===== config.mk =====
export PLATFORM = sky130hd
export DESIGN_NAME = pab_gpio
export DESIGN_NICKNAME = d
export VERILOG_FILES = /design/src/design/pab_sync.v /design/src/design/pab_gpio.v
export VERILOG_INCLUDE_DIRS = /design/src /design/src/design
export SDC_FILE = /design/constraint.sdc
export NUM_CORES = 1
export LEC_CHECK = 0
export ABC_AREA = 1
export BUFFER_PORTS_ARGS = -buffer_cell sky130_fd_sc_hd__buf_2
export CORE_ASPECT_RATIO = 1.75
export CORE_MARGIN = 5
export CORE_UTILIZATION = 30
export DETAILED_ROUTE_END_ITERATION = 7
export GPL_TIMING_DRIVEN = 1
export SYNTH_ARGS = -nofsm -noshare
export SYNTH_HDL_FRONTEND = slang
export SYNTH_SLANG_ARGS = --single-unit

===== constraint.sdc =====
create_clock -name aclk -period 1.5 [get_ports aclk]
set_input_delay 0.3 -clock aclk [delete_from_list [all_inputs] [get_ports aclk]]
set_output_delay 0.3 -clock aclk [all_outputs]
set_load 0.05 [all_outputs]

===== src/design/pab_consts.vh =====
/*
  byte offsets, field positions and reset values of the port a/b block.
  assumes inclusion by bare name from the design files.
*/
`ifndef PAB_CONSTS_VH
`define PAB_CONSTS_VH

// ----------------------------------------------------------------
// register byte offsets
// ----------------------------------------------------------------
`define PAB_OFS_PTA_LATCH 12'h000
`define PAB_OFS_PTA_DIR 12'h004
`define PAB_OFS_PTA_PUE 12'h008
`define PAB_OFS_PTB_LATCH 12'h00C
`define PAB_OFS_PTB_DIR 12'h010
`define PAB_OFS_KBI_EN 12'h014
`define PAB_OFS_SYSCFG 12'h018

// ----------------------------------------------------------------
// field positions
// ----------------------------------------------------------------
`define PAB_BIT_WAKE 6
`define PAB_BIT_CLKOUT 7
`define PAB_BIT_IN_ONLY 2
`define PAB_BIT_OSC_PIN 4
`define PAB_BIT_IRQ_EN 0
`define PAB_BIT_OSCMODE_LO 1
`define PAB_BIT_OSCMODE_HI 2

// ----------------------------------------------------------------
// reset values and encodings
// ----------------------------------------------------------------
`define PAB_RST_DIR 8'h00
`define PAB_RST_DIR_A 6'h00
`define PAB_RST_PUE 6'h00
`define PAB_RST_KBI 6'h00
`define PAB_RST_SYSCFG 3'h0
`define PAB_OSC_INTERNAL 2'h0
`define PAB_OSC_EXTERNAL 2'h1
`define PAB_OSC_RC 2'h2
`define PAB_OSC_XTAL 2'h3
`define PAB_RESP_OKAY 2'h0
`define PAB_RESP_SLVERR 2'h2

`endif


===== src/design/pab_sync.v =====
/*
  two-flop synchroniser for a bus of pin levels.
  assumes asynchronous inputs and one clock aclk.
*/
`timescale 1ns/10ps
module pab_sync #(
  parameter WIDTH = 14
)(
  input wire aclk,
  input wire aresetn,
  input wire [WIDTH-1:0] async_in,
  output reg [WIDTH-1:0] sync_out
);
  reg [WIDTH-1:0] meta_q;

  // ----------------------------------------------------------------
  // two stages, first read only by second
  // ----------------------------------------------------------------
  always @(posedge aclk)
  begin
    if (!aresetn)
    begin
      meta_q <= {WIDTH{1'b0}};
      sync_out <= {WIDTH{1'b0}};
    end
    else
    begin
      meta_q <= async_in;
      sync_out <= meta_q;
    end
  end
endmodule


===== src/design/pab_gpio.v =====
/*
  port a / port b general-purpose i/o with an axi4-lite register slave.
  assumes aclk at 25 MHz, synchronous active-low aresetn, and pads that
  resolve the wire from pin_*_out and pin_*_oe outside this module.
*/
// Contract
// [RULE1] port a has six pins, each with latch, direction and pullup bit
// [RULE2] irq function enabled: port a bit 2 reads zero
// [RULE3] irq disabled: bit 2 reads pin; branch test sees constant one
// [RULE4] port a latch bits read/write, untouched by reset
// [RULE5] read-only bit shows wakeup request latch; writes ignored
// [RULE6] bit six has no pin, pullup or direction; only wakeup view
// [RULE7] direction one drives pin, zero releases; reset clears all
// [RULE8] read returns latch when output, synced pin level when input
// [RULE9] latch writes always land; input pin read stays the pin
// [RULE10] pullup on only while enable is one and direction is zero
// [RULE11] internal/rc mode: select drives oscillator clock on bit-four pin
// [RULE12] crystal/external mode: select has no effect, still read/write
// [RULE13] keyboard enable bits turn port a pins into interrupt inputs
// [RULE14] port b eight-bit latch read/write, untouched by reset
// [RULE15] port b direction register governs each port b pin
// [RULE16] software loads data before turning a pin to output
// [RULE17] input-only pin never driven; unimplemented bits read zero
// [RULE18] pin levels pass a two-flop synchroniser before use
`timescale 1ns/10ps
`include "pab_consts.vh"
module pab_gpio #(
  parameter A_W = 6,
  parameter B_W = 8
)(
  input wire aclk,
  input wire aresetn,
  input wire [11:0] s_axi_awaddr,
  input wire [2:0] s_axi_awprot,
  input wire s_axi_awvalid,
  output reg s_axi_awready,
  input wire [31:0] s_axi_wdata,
  input wire [3:0] s_axi_wstrb,
  input wire s_axi_wvalid,
  output reg s_axi_wready,
  output reg [1:0] s_axi_bresp,
  output reg s_axi_bvalid,
  input wire s_axi_bready,
  input wire [11:0] s_axi_araddr,
  input wire [2:0] s_axi_arprot,
  input wire s_axi_arvalid,
  output reg s_axi_arready,
  output reg [31:0] s_axi_rdata,
  output reg [1:0] s_axi_rresp,
  output reg s_axi_rvalid,
  input wire s_axi_rready,
  input wire [A_W-1:0] pin_a_in,
  output reg [A_W-1:0] pin_a_out,
  output reg [A_W-1:0] pin_a_oe,
  output reg [A_W-1:0] pin_a_pullup,
  input wire [B_W-1:0] pin_b_in,
  output reg [B_W-1:0] pin_b_out,
  output reg [B_W-1:0] pin_b_oe,
  input wire wakeup_request,
  input wire undivided_osc_clock,
  output reg [A_W-1:0] keyboard_irq_lines,
  output reg branch_irq_level
);

  // ----------------------------------------------------------------
  // state
  // ----------------------------------------------------------------
  reg [A_W-1:0] port_a_latch_q;
  reg [A_W-1:0] port_a_direction_q;
  reg [A_W-1:0] port_a_pullup_enable_q;
  reg clock_out_select_q;
  reg [B_W-1:0] port_b_latch_q;
  reg [B_W-1:0] port_b_direction_q;
  reg [A_W-1:0] keyboard_irq_enables_q;
  reg [2:0] system_config_second_q;
  reg aw_held_q;
  reg [11:0] aw_addr_q;
  reg w_held_q;
  reg [31:0] w_data_q;
  reg [3:0] w_strb_q;
  reg [31:0] rdata_d;
  reg rd_hit_d;
  reg wr_hit;
  wire [A_W+B_W+1:0] sync_q;
  wire [A_W-1:0] pin_a_sync;
  wire [B_W-1:0] pin_b_sync;
  wire wake_sync;
  wire osc_sync;
  wire irq_enabled;
  wire [1:0] osc_mode;
  wire clk_on_pin;
  wire do_write;
  wire [11:0] wa;
  wire [7:0] a_merged;
  reg [A_W-1:0] a_read;

  // ----------------------------------------------------------------
  // synchronisers
  // ----------------------------------------------------------------
  pab_sync #(
    .WIDTH(A_W + B_W + 2)
  ) u_sync (
    .aclk(aclk),
    .aresetn(aresetn),
    .async_in({undivided_osc_clock, wakeup_request, pin_b_in, pin_a_in}),
    .sync_out(sync_q)
  ); // [RULE18]

  assign pin_a_sync = sync_q[A_W-1:0];
  assign pin_b_sync = sync_q[A_W+B_W-1:A_W];
  assign wake_sync = sync_q[A_W+B_W];
  assign osc_sync = sync_q[A_W+B_W+1];
  assign irq_enabled = system_config_second_q[`PAB_BIT_IRQ_EN];
  assign osc_mode = system_config_second_q[`PAB_BIT_OSCMODE_HI:
    `PAB_BIT_OSCMODE_LO];
  assign clk_on_pin = clock_out_select_q &&
    ((osc_mode == `PAB_OSC_INTERNAL) ||
    (osc_mode == `PAB_OSC_RC)); // [RULE11] [RULE12]

  // ----------------------------------------------------------------
  // functions
  // ----------------------------------------------------------------
  function [7:0] merge_byte;
    input [7:0] old;
    input [7:0] nw;
    input strb;
    begin
      merge_byte = strb ? nw : old;
    end
  endfunction

  // ----------------------------------------------------------------
  // port a latch merge, bits above the six pins dropped
  // ----------------------------------------------------------------
  assign a_merged = merge_byte({{(8-A_W){1'b0}}, port_a_latch_q},
    w_data_q[7:0], w_strb_q[0]);

  // ----------------------------------------------------------------
  // port a read value
  // ----------------------------------------------------------------
  always @*
  begin
    a_read = (port_a_direction_q & port_a_latch_q) |
      (~port_a_direction_q & pin_a_sync); // [RULE8] [RULE9]
    a_read[`PAB_BIT_IN_ONLY] = irq_enabled ? 1'b0 :
      pin_a_sync[`PAB_BIT_IN_ONLY]; // [RULE2] [RULE3]
  end

  // ----------------------------------------------------------------
  // write channel acceptance
  // ----------------------------------------------------------------
  assign do_write = aw_held_q && w_held_q && !s_axi_bvalid;
  assign wa = aw_addr_q;

  always @(posedge aclk)
  begin
    if (!aresetn)
    begin
      aw_held_q <= 1'b0;
      aw_addr_q <= 12'h000;
      w_held_q <= 1'b0;
      w_data_q <= 32'h00000000;
      w_strb_q <= 4'h0;
      s_axi_awready <= 1'b0;
      s_axi_wready <= 1'b0;
      s_axi_bvalid <= 1'b0;
      s_axi_bresp <= `PAB_RESP_OKAY;
    end
    else
    begin
      s_axi_awready <= !aw_held_q && !s_axi_awready && s_axi_awvalid &&
        !s_axi_bvalid;
      s_axi_wready <= !w_held_q && !s_axi_wready && s_axi_wvalid &&
        !s_axi_bvalid;
      if (s_axi_awvalid && s_axi_awready)
      begin
        aw_held_q <= 1'b1;
        aw_addr_q <= s_axi_awaddr;
      end
      if (s_axi_wvalid && s_axi_wready)
      begin
        w_held_q <= 1'b1;
        w_data_q <= s_axi_wdata;
        w_strb_q <= s_axi_wstrb;
      end
      if (do_write)
      begin
        aw_held_q <= 1'b0;
        w_held_q <= 1'b0;
        s_axi_bvalid <= 1'b1;
        s_axi_bresp <= wr_hit ? `PAB_RESP_OKAY : `PAB_RESP_SLVERR;
      end
      else if (s_axi_bvalid && s_axi_bready)
        s_axi_bvalid <= 1'b0;
    end
  end

  always @*
  begin
    case (wa)
      `PAB_OFS_PTA_LATCH, `PAB_OFS_PTA_DIR, `PAB_OFS_PTA_PUE,
      `PAB_OFS_PTB_LATCH, `PAB_OFS_PTB_DIR, `PAB_OFS_KBI_EN,
      `PAB_OFS_SYSCFG: wr_hit = 1'b1;
      default: wr_hit = 1'b0;
    endcase
  end

  // ----------------------------------------------------------------
  // data latches, no reset
  // ----------------------------------------------------------------
  always @(posedge aclk)
  begin
    if (do_write && wa == `PAB_OFS_PTA_LATCH)
      port_a_latch_q <= a_merged[A_W-1:0]; // [RULE4] [RULE9] [RULE5]
    if (do_write && wa == `PAB_OFS_PTB_LATCH)
      port_b_latch_q <= merge_byte(port_b_latch_q, w_data_q[7:0],
        w_strb_q[0]); // [RULE14]
  end

  // ----------------------------------------------------------------
  // control registers
  // ----------------------------------------------------------------
  always @(posedge aclk)
  begin
    if (!aresetn)
    begin
      port_a_direction_q <= `PAB_RST_DIR_A; // [RULE7]
      port_a_pullup_enable_q <= `PAB_RST_PUE;
      clock_out_select_q <= 1'b0;
      port_b_direction_q <= `PAB_RST_DIR;
      keyboard_irq_enables_q <= `PAB_RST_KBI;
      system_config_second_q <= `PAB_RST_SYSCFG;
    end
    else if (do_write && w_strb_q[0])
    begin
      case (wa)
        `PAB_OFS_PTA_DIR:
          port_a_direction_q <= w_data_q[A_W-1:0]; // [RULE1] [RULE7]
        `PAB_OFS_PTA_PUE:
        begin
          port_a_pullup_enable_q <= w_data_q[A_W-1:0]; // [RULE1]
          clock_out_select_q <= w_data_q[`PAB_BIT_CLKOUT]; // [RULE12]
        end
        `PAB_OFS_PTB_DIR:
          port_b_direction_q <= w_data_q[B_W-1:0]; // [RULE15]
        `PAB_OFS_KBI_EN:
          keyboard_irq_enables_q <= w_data_q[A_W-1:0]; // [RULE13]
        `PAB_OFS_SYSCFG:
          system_config_second_q <= w_data_q[2:0];
        default:
          port_a_direction_q <= port_a_direction_q;
      endcase
    end
  end

  // ----------------------------------------------------------------
  // read channel
  // ----------------------------------------------------------------
  always @*
  begin
    rdata_d = 32'h00000000; // [RULE17]
    rd_hit_d = 1'b1;
    case (s_axi_araddr)
      `PAB_OFS_PTA_LATCH:
      begin
        rdata_d[A_W-1:0] = a_read;
        rdata_d[`PAB_BIT_WAKE] = wake_sync; // [RULE5] [RULE6]
      end
      `PAB_OFS_PTA_DIR: rdata_d[A_W-1:0] = port_a_direction_q;
      `PAB_OFS_PTA_PUE:
      begin
        rdata_d[A_W-1:0] = port_a_pullup_enable_q;
        rdata_d[`PAB_BIT_CLKOUT] = clock_out_select_q; // [RULE12]
      end
      `PAB_OFS_PTB_LATCH:
        rdata_d[B_W-1:0] = (port_b_direction_q & port_b_latch_q) |
          (~port_b_direction_q & pin_b_sync); // [RULE15]
      `PAB_OFS_PTB_DIR: rdata_d[B_W-1:0] = port_b_direction_q;
      `PAB_OFS_KBI_EN: rdata_d[A_W-1:0] = keyboard_irq_enables_q;
      `PAB_OFS_SYSCFG: rdata_d[2:0] = system_config_second_q;
      default: rd_hit_d = 1'b0;
    endcase
  end

  always @(posedge aclk)
  begin
    if (!aresetn)
    begin
      s_axi_arready <= 1'b0;
      s_axi_rvalid <= 1'b0;
      s_axi_rdata <= 32'h00000000;
      s_axi_rresp <= `PAB_RESP_OKAY;
    end
    else
    begin
      s_axi_arready <= !s_axi_rvalid && !s_axi_arready && s_axi_arvalid;
      if (s_axi_arvalid && s_axi_arready)
      begin
        s_axi_rvalid <= 1'b1;
        s_axi_rdata <= rdata_d;
        s_axi_rresp <= rd_hit_d ? `PAB_RESP_OKAY : `PAB_RESP_SLVERR;
      end
      else if (s_axi_rvalid && s_axi_rready)
        s_axi_rvalid <= 1'b0;
    end
  end

  // ----------------------------------------------------------------
  // pin drivers
  // ----------------------------------------------------------------
  always @(posedge aclk)
  begin
    if (!aresetn)
    begin
      pin_a_out <= {A_W{1'b0}};
      pin_a_oe <= {A_W{1'b0}};
      pin_a_pullup <= {A_W{1'b0}};
      pin_b_out <= {B_W{1'b0}};
      pin_b_oe <= {B_W{1'b0}};
      keyboard_irq_lines <= {A_W{1'b0}};
      branch_irq_level <= 1'b1;
    end
    else
    begin
      pin_a_out <= port_a_latch_q;
      pin_a_oe <= port_a_direction_q; // [RULE7]
      pin_a_oe[`PAB_BIT_IN_ONLY] <= 1'b0; // [RULE17]
      pin_a_pullup <= port_a_pullup_enable_q & ~port_a_direction_q; // [RULE10]
      if (clk_on_pin)
      begin
        pin_a_out[`PAB_BIT_OSC_PIN] <= osc_sync; // [RULE11]
        pin_a_oe[`PAB_BIT_OSC_PIN] <= 1'b1;
        pin_a_pullup[`PAB_BIT_OSC_PIN] <= 1'b0;
      end
      pin_b_out <= port_b_latch_q;
      pin_b_oe <= port_b_direction_q; // [RULE15]
      keyboard_irq_lines <= keyboard_irq_enables_q & pin_a_sync; // [RULE13]
      if (clk_on_pin)
        keyboard_irq_lines[`PAB_BIT_OSC_PIN] <= 1'b0;
      branch_irq_level <= irq_enabled ?
        pin_a_sync[`PAB_BIT_IN_ONLY] : 1'b1; // [RULE3]
    end
  end
endmodule


* After elaboration in Yosys (flattened, before gate mapping)
Index checks and enable logic that the tools add are counted.
W data, S select, Z words.
** Storage, ports and cells
- Bits in registers :: 157
- Logic and storage cells :: 116
** Cells by class
- Equality and inequality tests :: 13
- Multiplexer cells :: 15
- Bitwise operators :: 11
- Reductions and logical operators :: 44
** Operator list (number)
- $eq A12 B5 Y1 const B :: 6
- $eq A12 B4 Y1 const B :: 4
- $and A6 B6 Y6 :: 4
- $eq A12 B3 Y1 const B :: 2
- $logic_not A12 Y1 :: 2
- $pmux W3 S7 :: 1
- $logic_and A1 B1 Y1 :: 19
- $pmux W3 S6 :: 1
- $and A8 B8 Y8 :: 2
- $reduce_and A2 Y1 :: 8
- $reduce_or A7 Y1 :: 2
- $mux W1 :: 9
- $not A8 Y8 :: 1
- $or A8 B8 Y8 :: 1
- $logic_not A1 Y1 :: 7
- $not A6 Y6 :: 1
- $or A6 B6 Y6 :: 1
- $pmux W1 S3 :: 2
- $mux W2 :: 2
- $reduce_bool A2 Y1 :: 2
- $reduce_or A2 Y1 :: 2
- $eq A2 B2 Y1 const B :: 1
- $logic_not A2 Y1 :: 1
- $logic_or A1 B1 Y1 :: 1
- $not A1 Y1 :: 1

* Longest topological paths before layout
Gate-level depths: netlist (run 1).
- Word-level depth :: 4
- Depth in mapped cells :: 10

* Modules after synthesis
Synthesis (run 1) repeated with hierarchy kept, for this count alone.
** Unflattened totals
- Cell total of the unflattened synthesis :: 712
- Area total of the unflattened synthesis :: 5939.4 µm²
** By module, submodules not included
- pab_gpio :: times used 1, cells each 613, area each 5024.8 µm²
- pab_sync :: times used 1, cells each 99, area each 914.6 µm²

* Least setup slack after synthesis (run 1)
OpenSTA, ideal clock, no wires.
- Path kind :: register to register
- Start :: register s_axi_bvalid
- End :: register port_a_latch_q[0], enable pin
- Arrival time :: 1.260 ns
- Data required time :: 1.150 ns
- Setup slack :: -0.110 ns
- Cell stages (with the launch flop) :: 6
- Buffers on the path :: 0
- Clock period less this slack :: 1.610 ns
- Cell sequence :: dfxtp_1 inv_2 nand3_4 nor2_8 inv_4 nor2_1
** Between the ends
- Cells in the longest elaborated chain, start to end :: 4
** Ends and longest elaborated chain
- start: declaration :: line pab_gpio.v:42 : output reg s_axi_bvalid,
- start signal: assignment :: line pab_gpio.v:166 : s_axi_bvalid <= 1'b0;
- start signal: assignment :: line pab_gpio.v:190 : s_axi_bvalid <= 1'b1;
- start signal: assignment :: line pab_gpio.v:194 : s_axi_bvalid <= 1'b0;
- $logic_not A1 Y1 :: line pab_gpio.v:152 : assign do_write = aw_held_q && w_held_q && !s_axi_bvalid;
- $logic_and A1 B1 Y1 :: line pab_gpio.v:152
- $logic_and A1 B1 Y1 (no source line)
- $reduce_and A2 Y1 (no source line)
- end signal: assignment :: line pab_gpio.v:214 : port_a_latch_q <= a_merged[A_W-1:0];
- end: declaration :: line pab_gpio.v:68 : reg [A_W-1:0] port_a_latch_q;
No other way between the ends.
A chain may end at the register's enable or synchronous reset.

* Final worst setup path (run 1)
- Start :: register aw_addr_q[11]
- End :: register port_a_latch_q[2], enable pin
** Between the ends
- Cells in the longest elaborated chain, start to end :: 3
** Ends and longest elaborated chain
- start: declaration :: line pab_gpio.v:77 : reg [11:0] aw_addr_q;
- start signal: assignment :: line pab_gpio.v:178 : aw_addr_q <= s_axi_awaddr;
- $logic_not A12 Y1
- $logic_and A1 B1 Y1 (no source line)
- $reduce_and A2 Y1 (no source line)
No other way between the ends.

==> results.rst, run 1 <==
.. list-table::
   :header-rows: 1

   * - Metric
     - Value
   * - Final setup violation count
     - 0
   * - Number of enable flip-flop cells after synthesis
     - 14
   * - Multiplexer area fraction after synthesis
     - 0.691%
   * - Number of nets in the finished design
     - 937
   * - Fraction of the mapped netlist area in simple logic gates
     - 21.1%
   * - Number of DRC markers in iteration 0
     - 176
   * - Data arrival, critical path
     - 1.54 ns
   * - Final routed wirelength across all metal layers
     - 14.8 mm
   * - Synth Register Bits
     - 154
   * - Final setup margin
     - 0.0970 ns
   * - Total power
     - 9.08 mW
   * - Number of slew-limit violations in the final report
     - 0
   * - Type of the worst setup path
     - reg2reg
   * - Number of global-route vias before repair
     - 4583
   * - Maximum buffer depth of the clock tree
     - 2
   * - Total routing resource utilization after global routing
     - 13.1%
   * - Average size of a mapped cell
     - 8.37 µm²
   * - Static power due to leakage
     - 3.70 nW
   * - Largest family of logic cells by synthesized area
     - simple AND/OR/NAND/NOR gates
   * - Fraction of synthesized cell area taken by the top area cell type
     - 46.9%
   * - Post-synthesis share of cell area spent on xor and xnor gates
     - 0%
   * - Post-synthesis cell type with the largest combined area
     - dfxtp_1
   * - DR pass1 iterations
     - 4
   * - RSZ-0062 raised after global routing
     - true
   * - Via-to-Cell Ratio
     - 4.25
   * - FFs w/ async S/R, synth
     - 0%
   * - Total grt overflow
     - 0
   * - Leading cell type by number of instances after synthesis
     - dfxtp_1
   * - Post-synth design cell area
     - 5980 µm²
   * - Commonest cells in the synthesized netlist
     - 140 x dfxtp_1, 124 x nand2_1, 107 x inv_1
   * - Final Util
     - 38.1%
   * - Number of nets with antenna violations after detailed routing
     - 0
   * - HP Start
     - wakeup_request
   * - Root cell of the clock tree
     - clkbuf_16
   * - Outcome
     - finished, final reports clean
   * - Number of antenna violations at the first check in global routing
     - 0
   * - Share of post-route cells with drive strength above 1
     - 26.3%
   * - Maximum clock skew at final layout
     - 0.0123 ns
   * - Launching element of the worst setup path
     - aw_addr_q[11]$_SDFFE_PN0P_
   * - Netlist cell types
     - 37
   * - Global-route wire length before repair
     - 23.2 mm
   * - Power density over the cells
     - 1210 nW/µm²
   * - Data required time at the worst endpoint
     - 1.64 ns
   * - Clk sinks
     - 154
   * - H-Tree Depth
     - 4
   * - Pin count of the biggest net entering global routing
     - 74
   * - Reg2Reg Launch Point
     - aw_addr_q[11]$_SDFFE_PN0P_
   * - Global placer's final weighted congestion
     - 0.909
   * - Core ar.
     - 19700 µm²
   * - Yosys warnings
     - 0
   * - CTS clock-pin slew for the worst setup and hold paths
     - 0.06 ns
   * - Timing-limited maximum frequency
     - 0.713 GHz
   * - Crit path capture type
     - flip-flop
   * - TritonCTS clock tree
     - yes
   * - Number of buffers inserted by hold repair at cts
     - 0
   * - Time the final worst path needs with I/O delays and setup
     - 1.40 ns
   * - Starting Density
     - 30.4%
   * - Final number of hold-violating endpoints
     - 0
   * - Number of top-level pins
     - 171
   * - Worst IR drop on VDD
     - 538 µV
   * - Gate count of the mapped netlist
     - 714
   * - Area of the die
     - 23000 µm²
   * - Max-cap viol count
     - 0
   * - IO Port Bufs
     - 110
   * - Inserted Clock Buffers
     - 17
   * - Proportion of synthesized chip area in sequential cells
     - 53.9%
   * - Worst setup timing slack at the placement stage
     - -0.108 ns
   * - Ant diodes
     - 0
   * - DRC violations left
     - 0
   * - Crit start category
     - flip-flop
   * - Final clock period utilization by the worst path
     - 93.5%
   * - Adder-cell area share of the yosys netlist
     - 0%
   * - Drt wl/cell
     - 13.4 µm
   * - Horizontal die dimension
     - 117 µm
   * - Hold Path Class
     - in2reg
   * - Main synth FF type
     - dfxtp_1
   * - Largest fanout on the critical path
     - 6
   * - Clock latency reported for the late side of the worst-skew pair
     - 0.42 ns
   * - Total of fill cells in the finished design
     - 2042
   * - Area overhead of the layout relative to synthesis
     - 25.3%
   * - Area contributors post-synth
     - dfxtp_1 47%, nand2_1 7.8%, edfxtp_1 7.0%
   * - Die Y-Extent
     - 197 µm
   * - Via count of the routed design
     - 4695
   * - Share of the synthesized area in compound gates (AO/OA/AOI/OAI)
     - 11.4%
   * - Number of placement rows
     - 68
   * - Placed wire-length estimate
     - 11.1 mm
==> what timing repair did <==
item | in CTS | in global routing
buffers inserted | 0 | 4
resized for setup | 2 | 4
setup endpoints to repair | 8 | 18
cloned | 0 | 0
pin swaps | 0 | 1
==> cells in the final DEF (no fill, tap or decap), types with 3 or more instances in the layout <==
cell type	synthesis	layout
a211oi_2	10	10
a21oi_1	46	46
buf_12	0	5
buf_2	4	109
buf_4	29	25
clkbuf_16	0	19
clkinv_2	0	3
conb_1	1	27
dfxtp_1	140	139
edfxtp_1	14	14
inv_1	107	107
inv_2	9	9
mux2i_1	3	3
nand2_1	124	123
nand2_2	3	4
nand3_1	33	32
nor2_1	67	66
nor2_2	11	12
nor2_4	4	4
nor2_8	3	3
nor3_1	13	11
nor4_1	3	3
o21ai_0	42	42
o21ai_1	11	11
==> kinds of logic after synthesis <==
group | count (synthesis)
buffers and inverters | 168
DFF | 154
other | 1
AOI/OAI and AO/OA | 117
and+or+nand+nor | 270
muxes | 4
==> worst paths after layout <==
kind	endpoint	slack, ns	cells past startpoint
max reg2reg	port_a_latch_q[2]$_DFFE_PP_	0.1	6
max	port_a_latch_q[2]$_DFFE_PP_	0.1	6
min	u_sync.meta_q[14]$_SDFF_PN0_	0.05	3
min reg2reg	u_sync.sync_out[12]$_SDFF_PN0_	0.41	2
==> power by group <==
part	switching, mW	internal [mW]
clock network	1.69	2.40
logic	0.504	0.181
registers	0.0562	4.24
total	2.25	6.83
==> through the flow <==
stage	setup TNS, ns	instance area [µm²]	instances	hold WS (ns)
after floorplan	0	6080	740	0.390
after global placement	-0.401	6860	1070	0.397
after detailed placement	-0.610	6860	1070	0.400
after CTS	0	7430	1101	0.0325
after global routing	-0.161	7490	1105	0.0480
final	0	7490	1105	0.0507
==> critical path: stages, from the launching register on <==
cell and delay [ns]:
dfxtp_1 0.32, nor2_2 0.11, nand2_2 0.11, nor2_4 0.18, nand3_2 0.12, nor2_2 0.14
buf_12 0.14
==> registers in the layout, summed over array words and instances (netlist names), 8 cells and up <==
| name | count |
|---|---|
| u_sync.meta_q | 16 |
| u_sync.sync_out | 16 |
| aw_addr_q | 12 |
| pin_b_oe | 8 |
| pin_b_out | 8 |
| port_b_direction_q | 8 |
| port_b_latch_q | 8 |
| s_axi_rdata | 8 |
| w_data_q | 8 |
==> cell type report <==
cell class | instances | area (µm²) | share of cell area (%)
multi-input combinational | 418 | 2110 | 28.1
inverter | 117 | 442 | 5.90
sequential | 154 | 3220 | 43.0
timing repair buffer | 140 | 845 | 11.3
clock inverter | 8 | 56.3 | 0.752
tap | 245 | 307 | 4.09
clock buffer | 23 | 510 | 6.81
==> layer usage <==
metal  share of wire (%)  track usage (%)
met1                  39             14.7
met4                 2.8             6.04
met5                   0                0
met3                 5.5             3.20
met2                  52             23.0
(Power assumes the default switching activity.)
==> inputs of run 2 (changes only) <==
==> constraint.sdc (replaced) <==
create_clock -name aclk -period 1.5 [get_ports aclk]
set_input_delay 0.15 -clock aclk [delete_from_list [all_inputs] [get_ports aclk]]
set_output_delay 0.15 -clock aclk [all_outputs]
set_load 0.05 [all_outputs]
==> run 2 against run 1 <==
Effect of this change:
- wire length is 0.51% higher
- via count increased by 2.2%
- clock-buffer cell count is 4 lower
- critical path depth up 2
- flip-flop and latch count did not move
- cell area grew 2.4%
- sequential power about the same
- global-route usage about the same
- die area unchanged
- clock power is essentially flat
- clock skew decreased by 0.0040 ns
- combinational power is 7.3% higher
==> results.rst, run 2 (synthesis gave the netlist of run 1 again) <==
.. list-table::
   :header-rows: 1

   * - Metric
     - Value
   * - Outcome
     - finished, final reports clean
   * - DR pass1 iterations
     - 6 (+2)
   * - Drt wl/cell
     - 13.2 µm (-1.0%)
   * - Global placer's final weighted congestion
     - 0.924 (+1.7%)
   * - Number of slew-limit violations in the final report
     - 0 (unchanged)
   * - Leading cell type in the layout, fill and taps excluded
     - dfxtp_1
   * - Max-cap viol count
     - 0 (unchanged)
   * - Maximum clock skew at final layout
     - 0.00836 ns (-0.00397 ns)
   * - Met3 Track Usage GR
     - 3.04% (-0.15 points)
   * - GRT met1 Usage
     - 14.8% (+0.13 points)
   * - Number of top-level pins
     - 171 (unchanged)
   * - Number of antenna violations at the first check in global routing
     - 0 (unchanged)
   * - RSZ-0062 raised after global routing
     - true
   * - Placed wire-length estimate
     - 11.1 mm (+0.21%)
   * - Number of global-route vias before repair
     - 4595 (+0.26%)
   * - Die Y-Extent
     - 197 µm (unchanged)
   * - Starting Density
     - 30.4% (unchanged)
   * - Total routing resource utilization after global routing
     - 13.1% (-0.040 points)
   * - Hold Path Class
     - in2reg
   * - Total Neg Setup Slack
     - 0 ns (unchanged)
   * - Power density over the cells
     - 1180 nW/µm² (-2.2%)
   * - Total grt overflow
     - 0 (unchanged)
   * - Slew at the pin closest to its max-slew limit
     - 0.515 ns
   * - Largest registers
     - u_sync.meta_q (16), u_sync.sync_out (16), aw_addr_q (12)
   * - Most utilized layer in the global route result
     - met2
   * - Global-route wire length before repair
     - 23.2 mm (+0.36%)
   * - Cells along the critical path
     - nor2_2 > nand2_2 > nor2_4 > nand2_4 > nor2_8 > buf_4 > o21ai_1 > a21oi_1
   * - Final routed wirelength across all metal layers
     - 14.8 mm (+0.51%)
   * - Pin count of the biggest net entering global routing
     - 80 (+8.1%)
   * - TritonCTS clock tree
     - yes
   * - Sequential cell area in the final layout
     - 3230 µm² (about the same)
   * - Area of the die
     - 23000 µm² (unchanged)
   * - Largest fanout on the critical path
     - 7 (+1)
   * - Crit path capture type
     - flip-flop
   * - Inserted Clock Buffers
     - 17 (unchanged)
   * - Via count of the routed design
     - 4796 (+2.2%)
   * - Data required time at the worst endpoint
     - 1.85 ns (+0.21 ns)
   * - Root cell of the clock tree
     - clkbuf_16
   * - Maximum single-stage delay on the critical path
     - 0.34 ns (+0.02 ns)
   * - Clk sinks
     - 154 (unchanged)
   * - H-Tree Depth
     - 4 (unchanged)
   * - DRC violations left
     - 0 (unchanged)
   * - Met2 layer usage reported by global route
     - 23.1% (+0.063 points)
   * - Final number of hold-violating endpoints
     - 0 (unchanged)
   * - Area overhead of the layout relative to synthesis
     - 28.3%
   * - Timing-limited maximum frequency
     - 0.695 GHz (-2.5%)
   * - Share of post-route cells with drive strength above 1
     - 24.9% (-1.4 points)
   * - Type of the worst setup path
     - reg2reg
   * - Maximum buffer depth of the clock tree
     - 2 (unchanged)
   * - Data arrival, critical path
     - 1.79 ns (+0.25 ns)
   * - Final setup violation count
     - 0 (unchanged)
   * - Static power due to leakage
     - 3.76 nW (+1.5%)
   * - CTS clock-pin slew for the worst setup and hold paths
     - 0.07 ns (about the same)
   * - Time the final worst path needs with I/O delays and setup
     - 1.44 ns (+0.0365 ns)
   * - Clock latency reported for the late side of the worst-skew pair
     - 0.42 ns (about the same)
   * - Number of placement rows
     - 68 (unchanged)
   * - Total power
     - 9.09 mW (+0.11%)
   * - Number of nets in the finished design
     - 953 (+1.7%)
   * - IO Port Bufs
     - 110 (unchanged)
   * - Master of the slowest instance on the critical path
     - dfxtp_1
   * - Horizontal die dimension
     - 117 µm (unchanged)
   * - Total of fill cells in the finished design
     - 2000 (-2.1%)
   * - Number of nets with antenna violations after detailed routing
     - 0 (unchanged)
   * - Multi-input gate area
     - 2130 µm² (+1.0%)
   * - Final clock period utilization by the worst path
     - 96.0% (+2.4 points)
   * - Ant diodes
     - 0 (unchanged)
   * - Slew headroom
     - 65.6%
   * - Worst IR drop on VDD
     - 601 µV (+12%)
   * - Core ar.
     - 19700 µm² (unchanged)
   * - Number of DRC markers in iteration 0
     - 191 (+8.5%)
   * - Via-to-Cell Ratio
     - 4.27 (+0.60%)
   * - Commonest non-fill, non-tap cells in the layout
     - 138 x dfxtp_1, 123 x nand2_1, 109 x buf_2
   * - Crit start category
     - flip-flop
run 2: per-layer routing:
metal | routed length [µm] | vias up
li1 | - | 2500
met1 | 5750 | 2153
met2 | 7960 | 124
met3 | 716 | 19
met4 | 414 | 0
met5 | 0 | -
run 2: worst paths after layout:
kind,startpoint,end,slack (ns),depth (start not counted)
worst max-delay path,aw_addr_q[0]$_SDFFE_PN0P_,port_b_direction_q[4]$_SDFFE_PN0P_,0.06,8
worst max register to register,aw_addr_q[0]$_SDFFE_PN0P_,port_b_direction_q[4]$_SDFFE_PN0P_,0.06,8
worst min register to register,u_sync.meta_q[7]$_SDFF_PN0_,u_sync.sync_out[7]$_SDFF_PN0_,0.40,2
worst min-delay path,s_axi_awaddr[5],aw_addr_q[5]$_SDFFE_PN0P_,0.02,3
run 2: final cells by class:
cell class | count | share of cell area, %
clock buffers | 19 | 6.05
clock inverters | 13 | 1.32
inverters | 117 | 5.76
multi-input cells | 419 | 27.8
flip-flops and latches | 154 | 42.0
well taps | 245 | 4.00
repair buffers | 155 | 13.1
run 2: metrics by stage:
stage	std cells	util (%)	setup WS (ns)	hold slack, ns	instance area [µm²]
6_report	1122	39.0	0.0605	0.0165	7670
5_1_grt	1122	39.0	-0.0448	0.0174	7670
3_5_place_dp	1057	34.3	0.00931	0.336	6750
3_3_place_gp	1057	34.3	0.0270	0.338	6750
2_1_floorplan	740	-	0.0685	0.248	6080
4_1_cts	1117	38.7	0.00948	0.00144	7600
run 2: report_power, final:
part           total (mW)  internal (mW)  switching, mW  leakage (nW)
Sequential           4.30           4.24         0.0554          1.27
Clock                4.06           2.29           1.77         0.275
Combinational       0.735          0.220          0.515          2.21
run 2: what timing repair did:
item / CTS / global route
hold endpoints to repair: 28 / 0
setup buffers: 0 / 4
hold buffers: 28 / 0
cloned: 0 / 1
resized for setup: 1 / 10
setup endpoints to repair: 1 / 19
pin swaps: 0 / 5
run 2: critical path, delay by kind of cell, from the launching register on:
| family | cells | cell delay, ns |
|---|---|---|
| flip-flops | 1 | 0.34 |
| buffers and inverters | 1 | 0.14 |
| AND/OR/NAND/NOR | 5 | 0.73 |
| AO/OA/AOI/OAI | 2 | 0.17 |
